--- config.mk ---
export PLATFORM = sky130hd
export DESIGN_NAME = odr_flash_ctrl
export DESIGN_NICKNAME = d
export VERILOG_FILES = /design/src/rtl/odr_pkg.sv /design/src/rtl/odr_flash_ctrl.sv
export SDC_FILE = /design/constraint.sdc
export NUM_CORES = 1
export LEC_CHECK = 0
export BUFFER_PORTS_ARGS = -buffer_cell sky130_fd_sc_hd__buf_2
export CORE_UTILIZATION = 40
export DETAILED_ROUTE_END_ITERATION = 16
export PLACE_DENSITY = 0.56
export SETUP_SLACK_MARGIN = 0.4
export SLEW_MARGIN = 10
export SYNTH_ARGS = -nofsm -noshare
export SYNTH_HDL_FRONTEND = slang
export SYNTH_SLANG_ARGS = --single-unit
export TNS_END_PERCENT = 10
--- constraint.sdc ---
create_clock -name sys_clk_i -period 7.75 [get_ports sys_clk_i]
set_clock_uncertainty 0.05 [all_clocks]
set_input_delay 0 -clock sys_clk_i [delete_from_list [all_inputs] [get_ports sys_clk_i]]
set_output_delay 0 -clock sys_clk_i [all_outputs]
set_load 0.05 [all_outputs]
--- src/rtl/odr_pkg.sv ---
// Constants and types shared by the OTP lock and direct-read flash block.
package odr_pkg;
   localparam int ADDR_BITS = 24;
   localparam int OTP_BYTES = 65;
   localparam logic [6:0] OTP_LOCK_IDX = 7'h40;
   localparam int LOCK_BIT = 0;
   localparam logic [7:0] OTP_ERASED = 8'hFF;
   localparam logic [7:0] VCFG_RESET = 8'hFF;
   localparam int VCFG_DR_BIT = 3;
   localparam logic [2:0] NV_DR_OFF = 3'h7;
   localparam int SR_WIP_BIT = 0;
   localparam int SR_WEL_BIT = 1;
   localparam int FSR_PROT_BIT = 1;
   localparam int FSR_PFAIL_BIT = 4;
   localparam int FSR_READY_BIT = 7;
   localparam logic [1:0] PROTO_EXT = 2'h0;
   localparam logic [1:0] PROTO_DUAL = 2'h1;
   localparam logic [1:0] PROTO_QUAD = 2'h2;
   localparam logic [7:0] CMD_WRITE_ENABLE = 8'h06;
   localparam logic [7:0] CMD_WRITE_DISABLE = 8'h04;
   localparam logic [7:0] CMD_READ_STATUS = 8'h05;
   localparam logic [7:0] CMD_READ_FLAGS = 8'h70;
   localparam logic [7:0] CMD_CLEAR_FLAGS = 8'h50;
   localparam logic [7:0] CMD_WRITE_VCFG = 8'h81;
   localparam logic [7:0] CMD_READ_VCFG = 8'h85;
   localparam logic [7:0] CMD_FAST_READ = 8'h0B;
   localparam logic [7:0] CMD_PGM_OTP = 8'h42;
   // Sync bundle: [3:0] data, 4 clock, 5 select, 6 reset pin, 7 fail, [9:8] proto, [12:10] nv
   localparam logic [12:0] SYNC_RESET = 13'h1C60;
   localparam logic [1:0] BOOT_LOAD = 2'h2;
   localparam logic [1:0] BOOT_DONE = 2'h3;
   typedef enum logic [2:0] {ST_IDLE, ST_CMD, ST_ADDR, ST_DUMMY, ST_IN, ST_OUT, ST_SKIP} odr_state_t;
endpackage

--- src/rtl/odr_flash_ctrl.sv ---
// Serial flash slice: OTP program and lock, direct-read mode entry and exit.
`timescale 1ns/100ps
`default_nettype none
module odr_flash_ctrl #(
   parameter int POTP_CYCLES = 1000,
   parameter int DUMMY_CYCLES = 8,
   parameter bit BASIC_DR = 1'b0
) (
   input wire logic sys_clk_i,
   input wire logic reset_i,
   input wire logic chip_select_n_i,
   input wire logic serial_clock_i,
   input wire logic [3:0] serial_data_i,
   input wire logic reset_pin_n_i,
   input wire logic [1:0] protocol_i,
   input wire logic [2:0] nv_dr_mode_i,
   input wire logic otp_verify_fail_i,
   input wire logic [7:0] array_data_i,
   output logic [3:0] serial_data_o,
   output logic [3:0] serial_data_oe_o,
   output logic [odr_pkg::ADDR_BITS-1:0] array_addr_o,
   output logic direct_read_mode_o,
   output logic write_in_progress_o,
   output logic otp_writable_o
);
   import odr_pkg::*;

   localparam int TW = $clog2(POTP_CYCLES + 1);
   localparam logic [TW-1:0] POTP_LOAD = TW'(POTP_CYCLES);
   localparam logic [7:0] DUMMY_LAST = 8'(DUMMY_CYCLES - 1);

   // ==========================================================
   // Helper functions
   function automatic logic [3:0] lanes(input logic [1:0] proto);
      case (proto)
         PROTO_QUAD: lanes = 4'h4;
         PROTO_DUAL: lanes = 4'h2;
         default: lanes = 4'h1;
      endcase
   endfunction

   function automatic logic [23:0] shift_in(input logic [23:0] a, input logic [3:0] d,
                                             input logic [1:0] proto);
      case (proto)
         PROTO_QUAD: shift_in = {a[19:0], d};
         PROTO_DUAL: shift_in = {a[21:0], d[1:0]};
         default: shift_in = {a[22:0], d[0]};
      endcase
   endfunction

   function automatic logic [3:0] out_lanes(input logic [7:0] b, input logic [1:0] proto);
      case (proto)
         PROTO_QUAD: out_lanes = b[7:4];
         PROTO_DUAL: out_lanes = {2'b00, b[7:6]};
         default: out_lanes = {2'b00, b[7], 1'b0};
      endcase
   endfunction

   function automatic logic [3:0] oe_mask(input logic [1:0] proto);
      case (proto)
         PROTO_QUAD: oe_mask = 4'hF;
         PROTO_DUAL: oe_mask = 4'h3;
         default: oe_mask = 4'h2;
      endcase
   endfunction

   // Busy device refuses every command byte except status, flag and configuration reads and the flag clear
   function automatic odr_state_t cmd_route(input logic [7:0] code, input logic busy);
      case (code)
         CMD_READ_STATUS, CMD_READ_FLAGS, CMD_READ_VCFG: cmd_route = ST_OUT;
         CMD_FAST_READ, CMD_PGM_OTP: cmd_route = busy ? ST_SKIP : ST_ADDR;
         CMD_WRITE_VCFG: cmd_route = busy ? ST_SKIP : ST_IN;
         default: cmd_route = ST_SKIP;
      endcase
   endfunction

   // ==========================================================
   // Pin synchronisers and edge detection
   logic [12:0] meta_reg;
   logic [12:0] sync_reg;
   logic sck_prev_reg;
   logic cs_prev_reg;

   // Two flops per pin; the serial clock is oversampled, so it needs 4+ cycles per phase
   always_ff @(posedge sys_clk_i) begin
      if (reset_i) begin
         meta_reg <= SYNC_RESET;
         sync_reg <= SYNC_RESET;
         sck_prev_reg <= 1'b0;
         cs_prev_reg <= 1'b1;
      end else begin
         meta_reg <= {nv_dr_mode_i, protocol_i, otp_verify_fail_i, reset_pin_n_i,
                      chip_select_n_i, serial_clock_i, serial_data_i};
         sync_reg <= meta_reg;
         sck_prev_reg <= sync_reg[4];
         cs_prev_reg <= sync_reg[5];
      end
   end

   logic [3:0] data_s;
   logic sck_s;
   logic cs_s;
   logic rst_pin_s;
   logic fail_s;
   logic [1:0] proto_s;
   logic [2:0] nv_s;
   assign data_s = sync_reg[3:0];
   assign sck_s = sync_reg[4];
   assign cs_s = sync_reg[5];
   assign rst_pin_s = sync_reg[6];
   assign fail_s = sync_reg[7];
   assign proto_s = sync_reg[9:8];
   assign nv_s = sync_reg[12:10];

   logic sck_rise_w;
   logic sck_fall_w;
   logic cs_fall_w;
   logic cs_rise_w;
   assign sck_rise_w = sck_s & ~sck_prev_reg & ~cs_s;
   assign sck_fall_w = ~sck_s & sck_prev_reg & ~cs_s;
   assign cs_fall_w = ~cs_s & cs_prev_reg;
   assign cs_rise_w = cs_s & ~cs_prev_reg;

   // ==========================================================
   // Frame decoder
   odr_state_t st_reg;
   logic [7:0] cmd_reg;
   logic cmd_ok_reg;
   logic [7:0] sh_reg;
   logic [3:0] cnt_reg;
   logic [5:0] abit_reg;
   logic [7:0] dummy_reg;
   logic [6:0] byte_idx_reg;
   logic [7:0] in_byte_reg;
   logic [23:0] addr_reg;
   logic [3:0] ocnt_reg;
   logic [7:0] out_sh_reg;
   logic dr_mode_reg;
   logic wip_reg;

   logic [3:0] lanes_w;
   logic [3:0] cnt_next_w;
   logic [23:0] sh_wide_w;
   logic [7:0] byte_in_w;
   logic byte_done_w;
   logic [5:0] abit_next_w;
   logic [3:0] ocnt_next_w;
   logic out_wrap_w;
   assign lanes_w = lanes(proto_s);
   assign cnt_next_w = cnt_reg + lanes_w;
   assign sh_wide_w = shift_in({16'h0000, sh_reg}, data_s, proto_s);
   assign byte_in_w = sh_wide_w[7:0];
   assign byte_done_w = (cnt_next_w == 4'h8);
   assign abit_next_w = abit_reg + {2'b00, lanes_w};
   assign ocnt_next_w = ocnt_reg + lanes_w;
   assign out_wrap_w = sck_fall_w && (st_reg == ST_OUT) && (ocnt_next_w == 4'h8);

   // One frame per select low; direct-read frames skip the command byte
   always_ff @(posedge sys_clk_i) begin
      if (reset_i) begin
         st_reg <= ST_IDLE;
         cmd_reg <= 8'h00;
         cmd_ok_reg <= 1'b0;
         sh_reg <= 8'h00;
         cnt_reg <= 4'h0;
         abit_reg <= 6'h00;
         dummy_reg <= 8'h00;
         byte_idx_reg <= 7'h00;
         in_byte_reg <= 8'h00;
         addr_reg <= 24'h00_0000;
      end else if (cs_rise_w) begin
         st_reg <= ST_IDLE;
      end else if (cs_fall_w) begin
         st_reg <= dr_mode_reg ? ST_ADDR : ST_CMD;
         cmd_reg <= dr_mode_reg ? CMD_FAST_READ : 8'h00;
         cmd_ok_reg <= dr_mode_reg;
         sh_reg <= 8'h00;
         cnt_reg <= 4'h0;
         abit_reg <= 6'h00;
         dummy_reg <= 8'h00;
         byte_idx_reg <= 7'h00;
      end else if (sck_rise_w) begin
         case (st_reg)
            ST_CMD: begin
               sh_reg <= byte_in_w;
               cnt_reg <= byte_done_w ? 4'h0 : cnt_next_w;
               if (byte_done_w) begin
                  cmd_reg <= byte_in_w;
                  cmd_ok_reg <= 1'b1;
                  st_reg <= cmd_route(byte_in_w, wip_reg);
               end
            end
            ST_ADDR: begin
               addr_reg <= shift_in(addr_reg, data_s, proto_s);
               abit_reg <= abit_next_w;
               if (abit_next_w == 6'(ADDR_BITS)) begin
                  st_reg <= (cmd_reg == CMD_FAST_READ) ? ST_DUMMY : ST_IN;
               end
            end
            ST_DUMMY: begin
               dummy_reg <= dummy_reg + 8'h01;
               if (dummy_reg == DUMMY_LAST) begin
                  st_reg <= ST_OUT;
               end
            end
            ST_IN: begin
               sh_reg <= byte_in_w;
               cnt_reg <= byte_done_w ? 4'h0 : cnt_next_w;
               if (byte_done_w) begin
                  if (byte_idx_reg == 7'h00) begin
                     in_byte_reg <= byte_in_w;
                  end
                  if (byte_idx_reg != 7'h7F) begin
                     byte_idx_reg <= byte_idx_reg + 7'h01;
                  end
               end
            end
            default: begin
            end
         endcase
      end else if (out_wrap_w && cmd_reg == CMD_FAST_READ) begin
         addr_reg <= addr_reg + 24'h00_0001;
      end
   end

   // ==========================================================
   // Read data path
   logic [7:0] vcfg_reg;
   logic wel_reg;
   logic pfail_reg;
   logic prot_reg;
   logic [7:0] out_src_w;
   logic [7:0] out_byte_w;

   // Source byte chosen by the command in flight
   always_comb begin
      out_src_w = 8'h00;
      case (cmd_reg)
         CMD_READ_STATUS: begin
            out_src_w[SR_WIP_BIT] = wip_reg;
            out_src_w[SR_WEL_BIT] = wel_reg;
         end
         CMD_READ_FLAGS: begin
            out_src_w[FSR_READY_BIT] = ~wip_reg;
            out_src_w[FSR_PFAIL_BIT] = pfail_reg;
            out_src_w[FSR_PROT_BIT] = prot_reg;
         end
         CMD_READ_VCFG: out_src_w = vcfg_reg;
         default: out_src_w = array_data_i;
      endcase
   end
   assign out_byte_w = (ocnt_reg == 4'h0) ? out_src_w : out_sh_reg;

   // Drive on falling serial clock so the host samples a settled line on the rise
   always_ff @(posedge sys_clk_i) begin
      if (reset_i) begin
         serial_data_o <= 4'h0;
         serial_data_oe_o <= 4'h0;
         out_sh_reg <= 8'h00;
         ocnt_reg <= 4'h0;
      end else if (st_reg != ST_OUT) begin
         serial_data_oe_o <= 4'h0;
         ocnt_reg <= 4'h0;
      end else if (sck_fall_w) begin
         serial_data_o <= out_lanes(out_byte_w, proto_s);
         serial_data_oe_o <= oe_mask(proto_s);
         out_sh_reg <= out_byte_w << lanes_w;
         ocnt_reg <= out_wrap_w ? 4'h0 : ocnt_next_w;
      end
   end

   // ==========================================================
   // Direct-read mode and volatile configuration
   logic [1:0] boot_cnt_reg;
   logic nv_load_w;
   logic confirm_w;
   logic vcfg_write_w;
   // Straps are read only once they have crossed the synchroniser
   assign nv_load_w = (boot_cnt_reg == BOOT_LOAD) || (!rst_pin_s && cs_s);
   // Only line 0 in the first dummy clock carries the confirmation
   assign confirm_w = sck_rise_w && (st_reg == ST_DUMMY) && (dummy_reg == 8'h00);
   assign vcfg_write_w = cs_rise_w && cmd_ok_reg && (cmd_reg == CMD_WRITE_VCFG) &&
                         (st_reg == ST_IN) && (byte_idx_reg != 7'h00) && (cnt_reg == 4'h0);

   always_ff @(posedge sys_clk_i) begin
      if (reset_i) begin
         boot_cnt_reg <= 2'h0;
         dr_mode_reg <= 1'b0;
         vcfg_reg <= VCFG_RESET;
      end else begin
         if (boot_cnt_reg != BOOT_DONE) begin
            boot_cnt_reg <= boot_cnt_reg + 2'h1;
         end
         if (nv_load_w) begin
            dr_mode_reg <= (nv_s != NV_DR_OFF);
            vcfg_reg <= VCFG_RESET;
         end else if (confirm_w) begin
            if (dr_mode_reg && data_s[0]) begin
               dr_mode_reg <= 1'b0;
               vcfg_reg[VCFG_DR_BIT] <= 1'b1;
            end else if (!dr_mode_reg && !data_s[0] &&
                         (BASIC_DR || !vcfg_reg[VCFG_DR_BIT])) begin
               dr_mode_reg <= 1'b1;
            end
         end else if (vcfg_write_w) begin
            vcfg_reg <= in_byte_reg;
         end
      end
   end

   // ==========================================================
   // Write latch, busy, flags and OTP program engine
   logic [7:0] otp_reg [0:OTP_BYTES-1];
   logic [7:0] pend_reg [0:OTP_BYTES-1];
   logic [TW-1:0] timer_reg;
   logic pgm_req_w;
   logic pgm_start_w;
   logic pgm_locked_w;
   logic done_w;
   logic clr_flags_w;
   logic wren_w;
   logic wrdi_w;
   logic [7:0] pend_idx_w;
   logic pend_wr_w;

   // Only a full-byte frame closed by deselect counts
   assign pgm_req_w = cs_rise_w && cmd_ok_reg && (cmd_reg == CMD_PGM_OTP) && (st_reg == ST_IN) &&
                      (byte_idx_reg != 7'h00) && (cnt_reg == 4'h0) && !wip_reg;
   assign pgm_start_w = pgm_req_w && wel_reg && otp_reg[OTP_LOCK_IDX][LOCK_BIT];
   assign pgm_locked_w = pgm_req_w && wel_reg && !otp_reg[OTP_LOCK_IDX][LOCK_BIT];
   assign done_w = wip_reg && (timer_reg == '0);
   assign wren_w = cs_rise_w && cmd_ok_reg && (cmd_reg == CMD_WRITE_ENABLE) && !wip_reg;
   assign wrdi_w = cs_rise_w && cmd_ok_reg && (cmd_reg == CMD_WRITE_DISABLE) && !wip_reg;
   assign clr_flags_w = cs_rise_w && cmd_ok_reg && (cmd_reg == CMD_CLEAR_FLAGS);
   assign pend_idx_w = {1'b0, addr_reg[6:0]} + {1'b0, byte_idx_reg};
   // Bytes past the top of the area are dropped, no wraparound
   assign pend_wr_w = sck_rise_w && (st_reg == ST_IN) && byte_done_w &&
                      (cmd_reg == CMD_PGM_OTP) && (pend_idx_w < 8'(OTP_BYTES));

   always_ff @(posedge sys_clk_i) begin
      if (reset_i) begin
         wel_reg <= 1'b0;
         wip_reg <= 1'b0;
         timer_reg <= '0;
         pfail_reg <= 1'b0;
         prot_reg <= 1'b0;
      end else begin
         if (!rst_pin_s && cs_s) begin
            wel_reg <= 1'b0;
         end else if (done_w) begin
            wel_reg <= 1'b0;
         end else if (wren_w) begin
            wel_reg <= 1'b1;
         end else if (wrdi_w) begin
            wel_reg <= 1'b0;
         end
         if (pgm_start_w) begin
            wip_reg <= 1'b1;
            timer_reg <= POTP_LOAD;
         end else if (done_w) begin
            wip_reg <= 1'b0;
         end else if (wip_reg) begin
            timer_reg <= timer_reg - TW'(1);
         end
         // A flag set in the same cycle as a clear survives
         pfail_reg <= (pfail_reg & ~clr_flags_w) | (done_w & fail_s) | pgm_locked_w;
         prot_reg <= (prot_reg & ~clr_flags_w) | pgm_locked_w;
      end
   end

   // Flash cells only go from one to zero, so only reset_i can reopen the lock
   always_ff @(posedge sys_clk_i) begin
      if (reset_i) begin
         for (int i = 0; i < OTP_BYTES; i++) begin
            otp_reg[i] <= OTP_ERASED;
            pend_reg[i] <= OTP_ERASED;
         end
      end else begin
         for (int i = 0; i < OTP_BYTES; i++) begin
            if (cs_fall_w && !wip_reg) begin
               pend_reg[i] <= OTP_ERASED;
            end else if (pend_wr_w && pend_idx_w == 8'(i)) begin
               pend_reg[i] <= byte_in_w;
            end
            if (done_w && !fail_s) begin
               otp_reg[i] <= otp_reg[i] & pend_reg[i];
            end
         end
      end
   end

   assign array_addr_o = addr_reg;
   assign direct_read_mode_o = dr_mode_reg;
   assign write_in_progress_o = wip_reg;
   assign otp_writable_o = otp_reg[OTP_LOCK_IDX][LOCK_BIT];

   // ==========================================================
   // Assertions
   a_wel_after_done: assert property (@(posedge sys_clk_i) disable iff (reset_i)
      $fell(wip_reg) |-> !wel_reg) else $error("write latch still set after OTP program");
   a_wip_holds: assert property (@(posedge sys_clk_i) disable iff (reset_i)
      $rose(wip_reg) |-> wip_reg [*8]) else $error("busy bit dropped too early");
   a_timeout_fail: assert property (@(posedge sys_clk_i) disable iff (reset_i)
      done_w && fail_s |=> pfail_reg && !wel_reg && !wip_reg) else $error("timeout not flagged");
   a_start_on_deselect: assert property (@(posedge sys_clk_i) disable iff (reset_i)
      $rose(wip_reg) |-> $past(cs_rise_w) && $past(wel_reg)) else $error("program without deselect");
   a_lock_sticky: assert property (@(posedge sys_clk_i) disable iff (reset_i)
      !otp_reg[OTP_LOCK_IDX][LOCK_BIT] |=> !otp_reg[OTP_LOCK_IDX][LOCK_BIT])
      else $error("lock bit returned to one");
   a_locked_ignored: assert property (@(posedge sys_clk_i) disable iff (reset_i)
      pgm_locked_w |=> prot_reg && pfail_reg && wel_reg && !wip_reg)
      else $error("locked program not refused properly");
   a_mode_enter: assert property (@(posedge sys_clk_i) disable iff (reset_i)
      confirm_w && !nv_load_w && !dr_mode_reg && !data_s[0] && !vcfg_reg[VCFG_DR_BIT]
      |=> dr_mode_reg) else $error("direct-read mode not entered");
   a_frame_addr_first: assert property (@(posedge sys_clk_i) disable iff (reset_i)
      cs_fall_w && dr_mode_reg |=> st_reg == ST_ADDR && cmd_reg == CMD_FAST_READ)
      else $error("direct-read frame expected a command");
   a_mode_exit: assert property (@(posedge sys_clk_i) disable iff (reset_i)
      confirm_w && !nv_load_w && dr_mode_reg && data_s[0]
      |=> !dr_mode_reg && vcfg_reg[VCFG_DR_BIT]) else $error("direct-read mode not left");
   a_reset_pin_reload: assert property (@(posedge sys_clk_i) disable iff (reset_i)
      !rst_pin_s && cs_s |=> dr_mode_reg == ($past(nv_s) != NV_DR_OFF))
      else $error("reset pin did not reload boot mode");
   a_exit_keeps_busy: assert property (@(posedge sys_clk_i) disable iff (reset_i)
      confirm_w && dr_mode_reg && data_s[0] && !done_w && !pgm_start_w |=> $stable(wip_reg))
      else $error("mode exit disturbed program");
endmodule
`default_nettype wire

==> results of run 1 <==
-- logic make-up (layout without fill, tap and decap cells) --
kind of cell | Yosys count | in the layout | share of synthesized area, %
buffers and inverters | 111 | 150 | 5.169
DFF | 150 | 150 | 35.48
adders and majority gates | 31 | 31 | 4.640
xor gates and xnor gates | 29 | 29 | 2.981
muxes | 23 | 23 | 2.761
and+or+nand+nor | 400 | 400 | 23.69
AOI/OAI and AO/OA | 311 | 311 | 25.29
-- final cells by class --
| class | count | area (um2) | area share (%) |
|---|---|---|---|
| repair buffers | 77 | 473.0 | 4.915 |
| clock inverters | 11 | 71.32 | 0.7411 |
| well taps | 275 | 344.1 | 3.576 |
| flip-flops and latches | 150 | 3023 | 31.41 |
| multi-input cells | 794 | 5077 | 52.76 |
| inverters | 41 | 153.9 | 1.599 |
| clock buffers | 21 | 480.5 | 4.993 |
-- where the power goes --
| group | switching, mW | leakage [nW] | internal (mW) |
|---|---|---|---|
| logic | 0.0871 | 1.98 | 0.0460 |
| clock network | 0.345 | 0.272 | 0.442 |
| registers | 0.0113 | 1.21 | 0.785 |
| total | 0.444 | 3.47 | 1.27 |
-- metal layers --
metal / part of all wire, % / vias to the layer above / track usage [%]
met2: 44 / 224 / 34.72
met3: 5.4 / 29 / 4.722
li1: - / 3948 / -
met4: 1.3 / 0 / 5.928
met5: 0 / - / 0
met1: 49 / 3760 / 32.45
-- worst min-delay path, delay by kind of cell --
kind                   cells  cell delay, ns
AND/OR/NAND/NOR            1            0.08
buffers and inverters      1            0.09
AO/OA/AOI/OAI              2            0.31
-- through the flow --
step	instances	area (um2)
after floorplan	1055	8521
after global placement	1323	8931
after detailed placement	1323	8931
after CTS	1369	9623
after global routing	1369	9623
final	1369	9623
-- timing repair --
item	4_1_cts	5_1_grt
hold endpoints to repair	16	0
hold buffers	14	0
gates resized for setup	0	0
-- Yosys cell counts, drive strengths merged (17+ instances only) --
cell type | n | area share [%]
nor2b | 28 | 2.1
mux2i | 19 | 2.2
a21oi | 62 | 3.6
nor3 | 43 | 2.6
ha | 30 | 4.4
o21ai | 66 | 3.9
inv | 39 | 1.7
a221oi | 21 | 2.2
nand2 | 89 | 3.9
or2 | 18 | 1.3
nor4 | 17 | 1.4
nand3 | 29 | 1.7
a22oi | 37 | 3.3
clkbuf | 46 | 2.0
nor2 | 101 | 4.4
buf | 24 | 1.3
dfxtp | 148 | 35
-- how the worst max path moves through the flow --
stage,endpoint,depth (start not counted),start
after global routing,array_addr_o[3]$_SDFFE_PP0P_,12,sync_reg[8]$_SDFF_PP0_
after detailed placement,array_addr_o[11]$_SDFFE_PP0P_,12,sync_reg[8]$_SDFF_PP0_
after CTS,array_addr_o[11]$_SDFFE_PP0P_,12,sync_reg[8]$_SDFF_PP0_
after global placement,array_addr_o[11]$_SDFFE_PP0P_,12,sync_reg[8]$_SDFF_PP0_
after floorplan,st_reg[1]$_SDFFE_PP0P_,13,sync_reg[9]$_SDFF_PP0_
final,array_addr_o[3]$_SDFFE_PP0P_,12,sync_reg[8]$_SDFF_PP0_
==> reports/qor.yml, run 1 <==
status:
  status: "finished, final reports clean"
worst_hold_path:
  hp-class: "in2reg"
  hold_depth: 4
  hold_end: "serial_data_o[3]$_SDFFE_PP0P_"
  worstHoldStart: "array_data_i[7]"
yosys:
  post_synth.cell_area_avg_um2: 8.076
  yosysSeqAreaShare_pct: 35.48
  async_flop_share_pct: 0
  syn_inst: 1055
  synth.distinct_cells: 72
  synth_flop_cell: "dfxtp_1"
  synth_seq_cells: 150
  syn-num-nets: 1109
  ys_warn_count: 0
  synth_edf_count: 2
  syn-cell-area_mm2: 0.008521
sta:
  tns_ns: 0
  rsz0062_at_grt: "false"
  tightest_slew_ns: 1.109
  hold_viol_final: 0
  setup_viol: 0
  fmax_mhz: 232.9
  setup_slack_ns: 3.456
  slew_headroom_pct: 25.57
  period_share_pct: 55.41
  post-route-min-period_ns: 4.294
  whs_ns: 0.02320
  report.final.slew_viol_count: 0
layout:
  nNetsFinal: 1135
  final_core_util_pct: 45.92
  area_growth_pct: 12.94
  final_layout_size_suffix_gt1_share_pct: 11.97
  largest_reg_flops: 24
  final_common_cell: "dfxtp_1"
  nFillCells: 2121
  most-common-layout-cells: "148 x dfxtp_1, 101 x nor2_1, 89 x nand2_1"
  diodes: 0
route:
  wl_um: 24380
  vias_per_cell: 5.815
  via_count: 7961
  drc: 0
  ant_nets: 0
  dr.first_iter.drc_count: 608
  wire_per_inst_um: 17.81
  first_pass_iters: 5
worst_setup_path:
  slowest_delay_ns: 0.74
  reg2regPathDepth: 12
  critPathTopFamily: "simple AND/OR/NAND/NOR gates"
  cp.arrival_ns: 4.57
  path_cells: "inv_1, ha_2, buf_4, ha_1, ha_1, a21oi_1, xnor2_1, nor4_1, and4_1, and3_1, o21ai_0, a32o_1"
  regToRegStartpoint: "sync_reg[8]$_SDFF_PP0_"
  worstSetupStartpointType: "flop"
  reg2reg_slack_ns: 3.46
  critical_path_required_ns: 8.03
  slowest_stage: "and3_1"
  cp.buffers_inverters: 2
  endpoint_kind: "flop"
  r2r-end: "array_addr_o[3]$_SDFFE_PP0P_"
  crit_type: "reg2reg"
  cp_max_fo: 46
  path_common_cell: "ha_1"
clock_tree:
  root_buffer: "clkbuf_16"
  clkTransAtPathRegs_ns: 0.07
  cts_buffers: 17
  htree_levels: 4
  post_cts_buffers: 0
  clkLatencyLatePin_ns: 0.43
  cts_buffer_depth: 2
  tritoncts: "built"
  cts.sinks: 150
grt:
  grt_pass1_wl_um: 39540
  antenna_found_initial: 0
  grt_max_degree: 70
  grt_pass1_vias: 7339
  overflow: 0
  track_usage_pct: 22.78
die:
  fp.dieArea_mm2: 0.02189
  ios: 58
  core_area_mm2: 0.02096
  initial_core_util_pct: 40.66
  die_width_um: 148.0
  die_h_um: 148.0
  std_cell_rows: 53
power:
  power.leakage_nw: 3.469
  total_power_mw: 1.717
  ir_worst_vdd_v: 0.0001330
  power.density_mw_per_mm2: 178.4
flow_run:
  cap_violations: 0
place:
  dp_hpwl_um: 16580
  dp_slack_ns: 3.487
  place_congestion: 0.9020
  port_buffers: 57
Note: power is estimated with default switching activity, not from simulation.
==> run 2: changes to the inputs <==
==> constraint.sdc (replaced) <==
create_clock -name sys_clk_i -period 4.25 [get_ports sys_clk_i]
set_clock_uncertainty 0.05 [all_clocks]
set_input_delay 0 -clock sys_clk_i [delete_from_list [all_inputs] [get_ports sys_clk_i]]
set_output_delay 0 -clock sys_clk_i [all_outputs]
set_load 0.05 [all_outputs]
==> run 2 against run 1 <==
  * Global-route usage rose by 0.17 points
  * Critical path depth fell by 3
  * First-iteration DRC count rose by 24%
  * Power rose by 86%
  * Sequential power rose by 82%
  * Register-to-register slack got worse by 2.7 ns
  * Flip-flop and latch count did not move
  * Sequential share of layout area fell by 0.28 points
  * Design area rose by 0.91%
  * Largest power group is now the clock network
==> reports/qor.yml, run 2 (synthesis gave the netlist of run 1 again) <==
layout:
  most-common-layout-cells: "148 x dfxtp_1, 101 x nor2_1, 89 x nand2_1"
  final_layout_size_suffix_gt1_share_pct: 12.77  # +0.80 points
  ff_latch_area_mm2: 0.003023  # unchanged
  final_common_cell: "dfxtp_1"
  diodes: 0  # unchanged
  area_growth_pct: 13.96
  nFillCells: 2132  # +0.52%
  largest_reg_flops: 24  # unchanged
  multiInputGateArea_mm2: 0.005080  # about the same
  nNetsFinal: 1145  # +0.88%
route:
  dr.first_iter.drc_count: 753  # +24%
  drc: 0  # unchanged
  vias_per_cell: 5.824  # +0.15%
  wire_per_inst_um: 17.83  # +0.14%
  ant_nets: 0  # unchanged
  via_count: 8031  # +0.88%
  first_pass_iters: 5  # unchanged
  wl_um: 24590  # +0.87%
grt:
  grt_pass1_vias: 7366  # +0.37%
  grt_max_degree: 63  # -10%
  track_usage_pct: 22.95  # +0.17 points
  antenna_found_initial: 0  # unchanged
  grt_pass1_wl_um: 39610  # +0.19%
  overflow: 0  # unchanged
clock_tree:
  root_buffer: "clkbuf_16"
  htree_levels: 4  # unchanged
  cts_buffer_depth: 2  # unchanged
  cts.sinks: 150  # unchanged
  clkTransAtPathRegs_ns: 0.07  # about the same
  clkLatencyLatePin_ns: 0.43  # about the same
  tritoncts: "built"
  cts_buffers: 17  # unchanged
  post_cts_buffers: 0  # unchanged
power:
  total_power_mw: 3.188  # +86%
  power.density_mw_per_mm2: 328.3  # +84%
  ir_worst_vdd_v: 0.0002245  # +69%
  power.leakage_nw: 3.509  # +1.2%
worst_setup_path:
  endpoint_kind: "flop"
  crit_start: "sync_reg[9]$_SDFF_PP0_"
  critical_path_required_ns: 4.49  # -3.54 ns
  reg2reg_slack_ns: 0.80  # -2.66 ns
  crit_type: "reg2reg"
  cp.arrival_ns: 3.69  # -0.88 ns
  r2r-end: "in_byte_reg[3]$_SDFFE_PP0P_"
  cp-endpoint: "in_byte_reg[3]$_SDFFE_PP0P_"
  reg2regPathDepth: 9  # -3
  worstSetupStartpointType: "flop"
  cp_max_fo: 19  # -59%
  regToRegStartpoint: "sync_reg[9]$_SDFF_PP0_"
sta:
  post-route-min-period_ns: 3.452  # -0.8427 ns
  tns_ns: 0  # unchanged
  report.final.slew_viol_count: 0  # unchanged
  setup_viol: 0  # unchanged
  slew_headroom_pct: 28.05  # +2.5 points
  whs_ns: 0.01998  # -0.003219 ns
  period_share_pct: 81.21  # +26 points
  hold_viol_final: 0  # unchanged
  setup_slack_ns: 0.7984  # -2.657 ns
  fmax_mhz: 289.7  # +24%
  rsz0062_at_grt: "false"
  tightest_slew_ns: 1.072  # -0.03696 ns
die:
  die_width_um: 148.0  # unchanged
  ios: 58  # unchanged
  initial_core_util_pct: 40.66  # unchanged
  fp.dieArea_mm2: 0.02189  # unchanged
  die_h_um: 148.0  # unchanged
  core_area_mm2: 0.02096  # unchanged
  std_cell_rows: 53  # unchanged
place:
  dp_hpwl_um: 16740  # +0.95%
  port_buffers: 57  # unchanged
  place_congestion: 0.8458  # -6.2%
  dp_slack_ns: 0.6213  # -2.865 ns
flow_run:
  cap_violations: 0  # unchanged
worst_hold_path:
  hp-class: "in2reg"
status:
  status: "finished, final reports clean"
[run 2: cell types whose count changed in the layout (fill, tap and decap cells not counted), sizes merged]
cell	delta
dlygate4sd3	-1
clkbuf	-2
inv	-2
bufinv	+2
buf	+11
clkinvlp	+2
[run 2: worst min path at each step]
stage                          from                       endpoint  depth (start not counted)
floorplan           nv_dr_mode_i[0]        meta_reg[10]$_SDFF_PP1_                          1
global placement    chip_select_n_i         meta_reg[5]$_SDFF_PP1_                          2
detailed placement  nv_dr_mode_i[2]        meta_reg[12]$_SDFF_PP1_                          2
CTS                 array_data_i[7]  serial_data_o[3]$_SDFFE_PP0P_                          4
global route                reset_i   boot_cnt_reg[1]$_SDFFE_PP0P_                          2
finish                      reset_i   boot_cnt_reg[1]$_SDFFE_PP0P_                          2
[run 2: area by class of cell]
class	instances	area share (%)
Sequential cell	150	31.13
Multi-Input combinational cell	794	52.31
Clock inverter	13	1.353
Timing Repair Buffer	87	5.618
Clock buffer	19	4.458
Tap cell	275	3.543
Inverter	41	1.585
[run 2: metal layers]
| layer | vias to the layer above | track usage [%] | part of all wire, % |
|---|---|---|---|
| met5 | - | 0 | 0 |
| met2 | 262 | 35.00 | 44 |
| met3 | 27 | 4.599 | 6.1 |
| met4 | 0 | 6.598 | 1.3 |
| met1 | 3775 | 32.54 | 49 |
| li1 | 3967 | - | - |
[run 2: power breakdown]
group	switching (mW)	leakage (nW)	internal, mW	total [mW]
Combinational	0.161	2.03	0.0855	0.247
Clock	0.632	0.265	0.859	1.49
Sequential	0.0184	1.21	1.43	1.45
Total	0.812	3.51	2.38	3.19
[run 2: stage by stage]
stage,area (um2),cells,util [%]
floorplan,8521,1055,-
global placement,9014,1334,43.01
detailed placement,9014,1334,43.01
CTS,9708,1379,46.33
global route,9711,1379,46.34
finish,9711,1379,46.34
[run 2: timing repair]
item	CTS	global route
hold buffers	13	0
resized for setup	0	1
endpoints found under the hold margin	13	0
endpoints found under the setup margin	0	7
[run 2: worst max-delay path, cell delays in order (launching register included)]
cell and delay, ns:
dfxtp_1 0.33, inv_1 0.08, ha_1 0.71, a21oi_1 0.19, xnor2_1 0.20, or3_1 0.43
nor4_1 0.49, and3_1 0.55, mux2i_1 0.24, nor2_1 0.06
==> run 3: changes to the inputs <==
--- a/config.mk
+++ b/config.mk
@@ -5,10 +5,11 @@
 export SDC_FILE = /design/constraint.sdc
 export NUM_CORES = 1
 export LEC_CHECK = 0
+export ABC_AREA = 1
 export BUFFER_PORTS_ARGS = -buffer_cell sky130_fd_sc_hd__buf_2
 export CORE_UTILIZATION = 40
 export DETAILED_ROUTE_END_ITERATION = 16
-export PLACE_DENSITY = 0.56
+export PLACE_DENSITY = 0.58
 export SETUP_SLACK_MARGIN = 0.4
 export SLEW_MARGIN = 10
 export SYNTH_ARGS = -nofsm -noshare
==> constraint.sdc (replaced) <==
create_clock -name sys_clk_i -period 3 [get_ports sys_clk_i]
set_clock_uncertainty 0.05 [all_clocks]
set_input_delay 0 -clock sys_clk_i [delete_from_list [all_inputs] [get_ports sys_clk_i]]
set_output_delay 0 -clock sys_clk_i [all_outputs]
set_load 0.05 [all_outputs]
==> run 3 against run 2 <==
  * Clock-buffer cell count down 2
  * Worst hold slack better by 0.043 ns
  * Largest power group unchanged
  * Wire length up 3.7%
  * Flip-flop and latch count unchanged
  * Synthesized cell count up 29%
  * Cell count up 26%
  * Non-clock buffer count up 32
  * Maximum frequency up 31%
  * Critical endpoint is now array_addr_o[10]$_SDFFE_PP0P_
  * Setup slack worse by 0.42 ns
  * Clock power up 44%
  * Global-route usage down 0.20 points
  * Die area up 2.9%
==> reports/qor.yml, run 3 <==
status:
  status: "finished, final reports clean"
sta:
  setup_viol: 0  # unchanged
  report.final.slew_viol_count: 0  # unchanged
  fmax_mhz: 380.7  # +31%
  slew_headroom_pct: 48.60  # +21 points
  rsz0062_at_grt: "true"
  hold_viol_final: 0  # unchanged
  period_share_pct: 87.55  # +6.3 points
  tightest_slew_ns: 0.7629  # -0.3091 ns
  post-route-min-period_ns: 2.627  # -0.8251 ns
  tns_ns: 0  # unchanged
  whs_ns: 0.06281  # +0.04283 ns
die:
  std_cell_rows: 53  # unchanged
  fp.dieArea_mm2: 0.02253  # +2.9%
  die_h_um: 150.1  # +1.4%
  initial_core_util_pct: 41.21  # +0.55 points
  ios: 58  # unchanged
  die_width_um: 150.1  # +1.4%
  core_area_mm2: 0.02129  # +1.6%
route:
  dr.first_iter.drc_count: 636  # -16%
  wire_per_inst_um: 14.72  # -17%
  first_pass_iters: 5  # unchanged
  vias_per_cell: 5.211  # -11%
  wl_um: 25500  # +3.7%
  drc: 0  # unchanged
  via_count: 9025  # +12%
  ant_nets: 0  # unchanged
yosys:
  ys_warn_count: 0  # unchanged
  synth.most_common_cell: "nand2_1"
  synth_seq_cells: 150  # unchanged
  syn_inst: 1356  # +29%
  synth.distinct_cells: 45  # -38%
  synth_top_cell_by_area: "dfxtp_1"
  async_flop_share_pct: 0  # unchanged
  synth.top_cells.by_count: "290 x nand2_1, 177 x inv_1, 157 x nor2_1"
  synth_flop_cell: "dfxtp_1"
  yosysSeqAreaShare_pct: 34.46  # -1.0 points
  synthTopCellsByArea: "dfxtp_1 34%, nand2_1 12%, nand3_1 8.2%, inv_1 7.6%, nor2_1 6.7%"
  synth_top_area_share_pct: 33.78  # -1.0 points
  syn-num-nets: 1410  # +27%
  syn-cell-area_mm2: 0.008772  # +3.0%
  post_synth.cell_area_avg_um2: 6.469  # -20%
  synth_edf_count: 2  # unchanged
layout:
  largest_reg_flops: 24  # unchanged
  diodes: 0  # unchanged
  area_growth_pct: 21.01
  final_common_cell: "nand2_1"
  nNetsFinal: 1498  # +31%
  final_layout_size_suffix_gt1_share_pct: 13.52  # +0.75 points
  most-common-layout-cells: "285 x nand2_1, 173 x inv_1, 155 x nor2_1"
worst_setup_path:
  worstSetupStartpointType: "flop"
  crit_type: "reg2reg"
  slowest_stage: "dfxtp_4"
  slowest_delay_ns: 0.36  # -0.35 ns
  critical_path_required_ns: 3.31  # -1.18 ns
  cp_max_fo: 5  # -14
  critPathTopFamily: "simple AND/OR/NAND/NOR gates"
  path_common_cell: "ha_4"
  path_cells: "buf_12, ha_4, xor2_2, ha_4, inv_2, nand2_4, xor2_4, nor4_4, nand3_2, a21oi_4, clkbuf_16, nand2_1, a21oi_1"
  cp.arrival_ns: 2.93  # -0.76 ns
  cp.buffers_inverters: 3  # +2
  endpoint_kind: "flop"
clock_tree:
  cts_buffers: 17  # unchanged
  htree_levels: 4  # unchanged
  cts_buffer_depth: 2  # unchanged
  root_buffer: "clkbuf_16"
  cts.sinks: 150  # unchanged
  clkLatencyLatePin_ns: 0.43  # about the same
  clkTransAtPathRegs_ns: 0.07  # about the same
  tritoncts: "built"
place:
  place_congestion: 0.9128  # +7.9%
  port_buffers: 57  # unchanged
  dp_hpwl_um: 17830  # +6.5%
grt:
  track_usage_pct: 22.75  # -0.20 points
  grt_pass1_vias: 8207  # +11%
  overflow: 0  # unchanged
  grt_pass1_wl_um: 40490  # +2.2%
  antenna_found_initial: 0  # unchanged
  grt_max_degree: 65  # +3.2%
power:
  ir_worst_vdd_v: 0.0003770  # +68%
  power.leakage_nw: 4.619  # +32%
  power.density_mw_per_mm2: 426.3  # +30%
flow_run:
  cap_violations: 0  # unchanged
worst_hold_path:
  hp-class: "in2reg"
==> run 3: cell families after synthesis <==
group	share of synthesized area (%)
AOI/OAI and AO/OA	15.39
xor gates and xnor gates	2.396
adders and majority gates	4.507
buffers and inverters	10.27
DFF	34.46
and+or+nand+nor	32.98
==> run 3: per-stage QoR <==
| stage | instance area (um2) | utilization (%) | cells | setup WS, ns | total power, mW |
|---|---|---|---|---|---|
| floorplan | 8775 | - | 1356 | 0.4267 | 2.282 |
| global placement | 9440 | 44.35 | 1670 | 0.1238 | 2.382 |
| detailed placement | 9440 | 44.35 | 1670 | -0.04703 | 2.384 |
| CTS | 10280 | 48.29 | 1722 | 0.3747 | 4.542 |
| global route | 10620 | 49.87 | 1732 | 0.2996 | 4.696 |
| finish | 10620 | 49.87 | 1732 | 0.3735 | 4.525 |
==> run 3: path summary, 6_finish.rpt <==
check,startpoint,end,slack [ns],depth (start not counted)
hold reg to reg,meta_reg[4]$_SDFF_PP0_,sync_reg[4]$_SDFF_PP0_,0.35,2
setup reg to reg,sync_reg[8]$_SDFF_PP0_,array_addr_o[10]$_SDFFE_PP0P_,0.37,13
setup / recovery,sync_reg[8]$_SDFF_PP0_,array_addr_o[10]$_SDFFE_PP0P_,0.37,13
hold / removal,array_data_i[5],serial_data_o[1]$_SDFFE_PP0P_,0.06,5
==> run 3: final cells by class <==
cell class                 count  area (um2)
clock buffer                  17       425.4
inverter                     179       671.9
timing repair buffer         119       884.6
clock inverter                15       161.4
sequential                   150        3030
multi-input combinational    977        5097
tap                          275       344.1
fill                        2180       10670
==> run 3: timing repair <==
action	CTS	global route
hold endpoints to repair	17	0
pin swaps	3	18
gates resized for setup	12	48
endpoints found under the setup margin	47	56
hold buffers	20	0
cloned	0	3
setup buffers	0	7
==> run 3: power by group <==
part | internal (mW) | switching (mW)
registers | 2.02 | 0.0173
clock network | 1.11 | 1.03
logic | 0.128 | 0.218
==> run 3: metal layers <==
metal  routed length, um  vias to the layer above  global-route usage [%]
li1                    -                     4611                       -
met1               12110                     4156                   31.14
met2               11730                      228                   36.25
met3                1182                       30                   3.697
met4                 467                        0                   7.475
met5                   0                        -                       0
==> run 3: worst register-to-register path: cells and delay by family, from the launching register on <==
family / cells / cell delay [ns]
and+or+nand+nor: 4 / 0.60
AOI/OAI and AO/OA: 2 / 0.45
buffers and inverters: 3 / 0.40
DFF: 1 / 0.36
adders and majority gates: 2 / 0.35
xor gates and xnor gates: 2 / 0.33
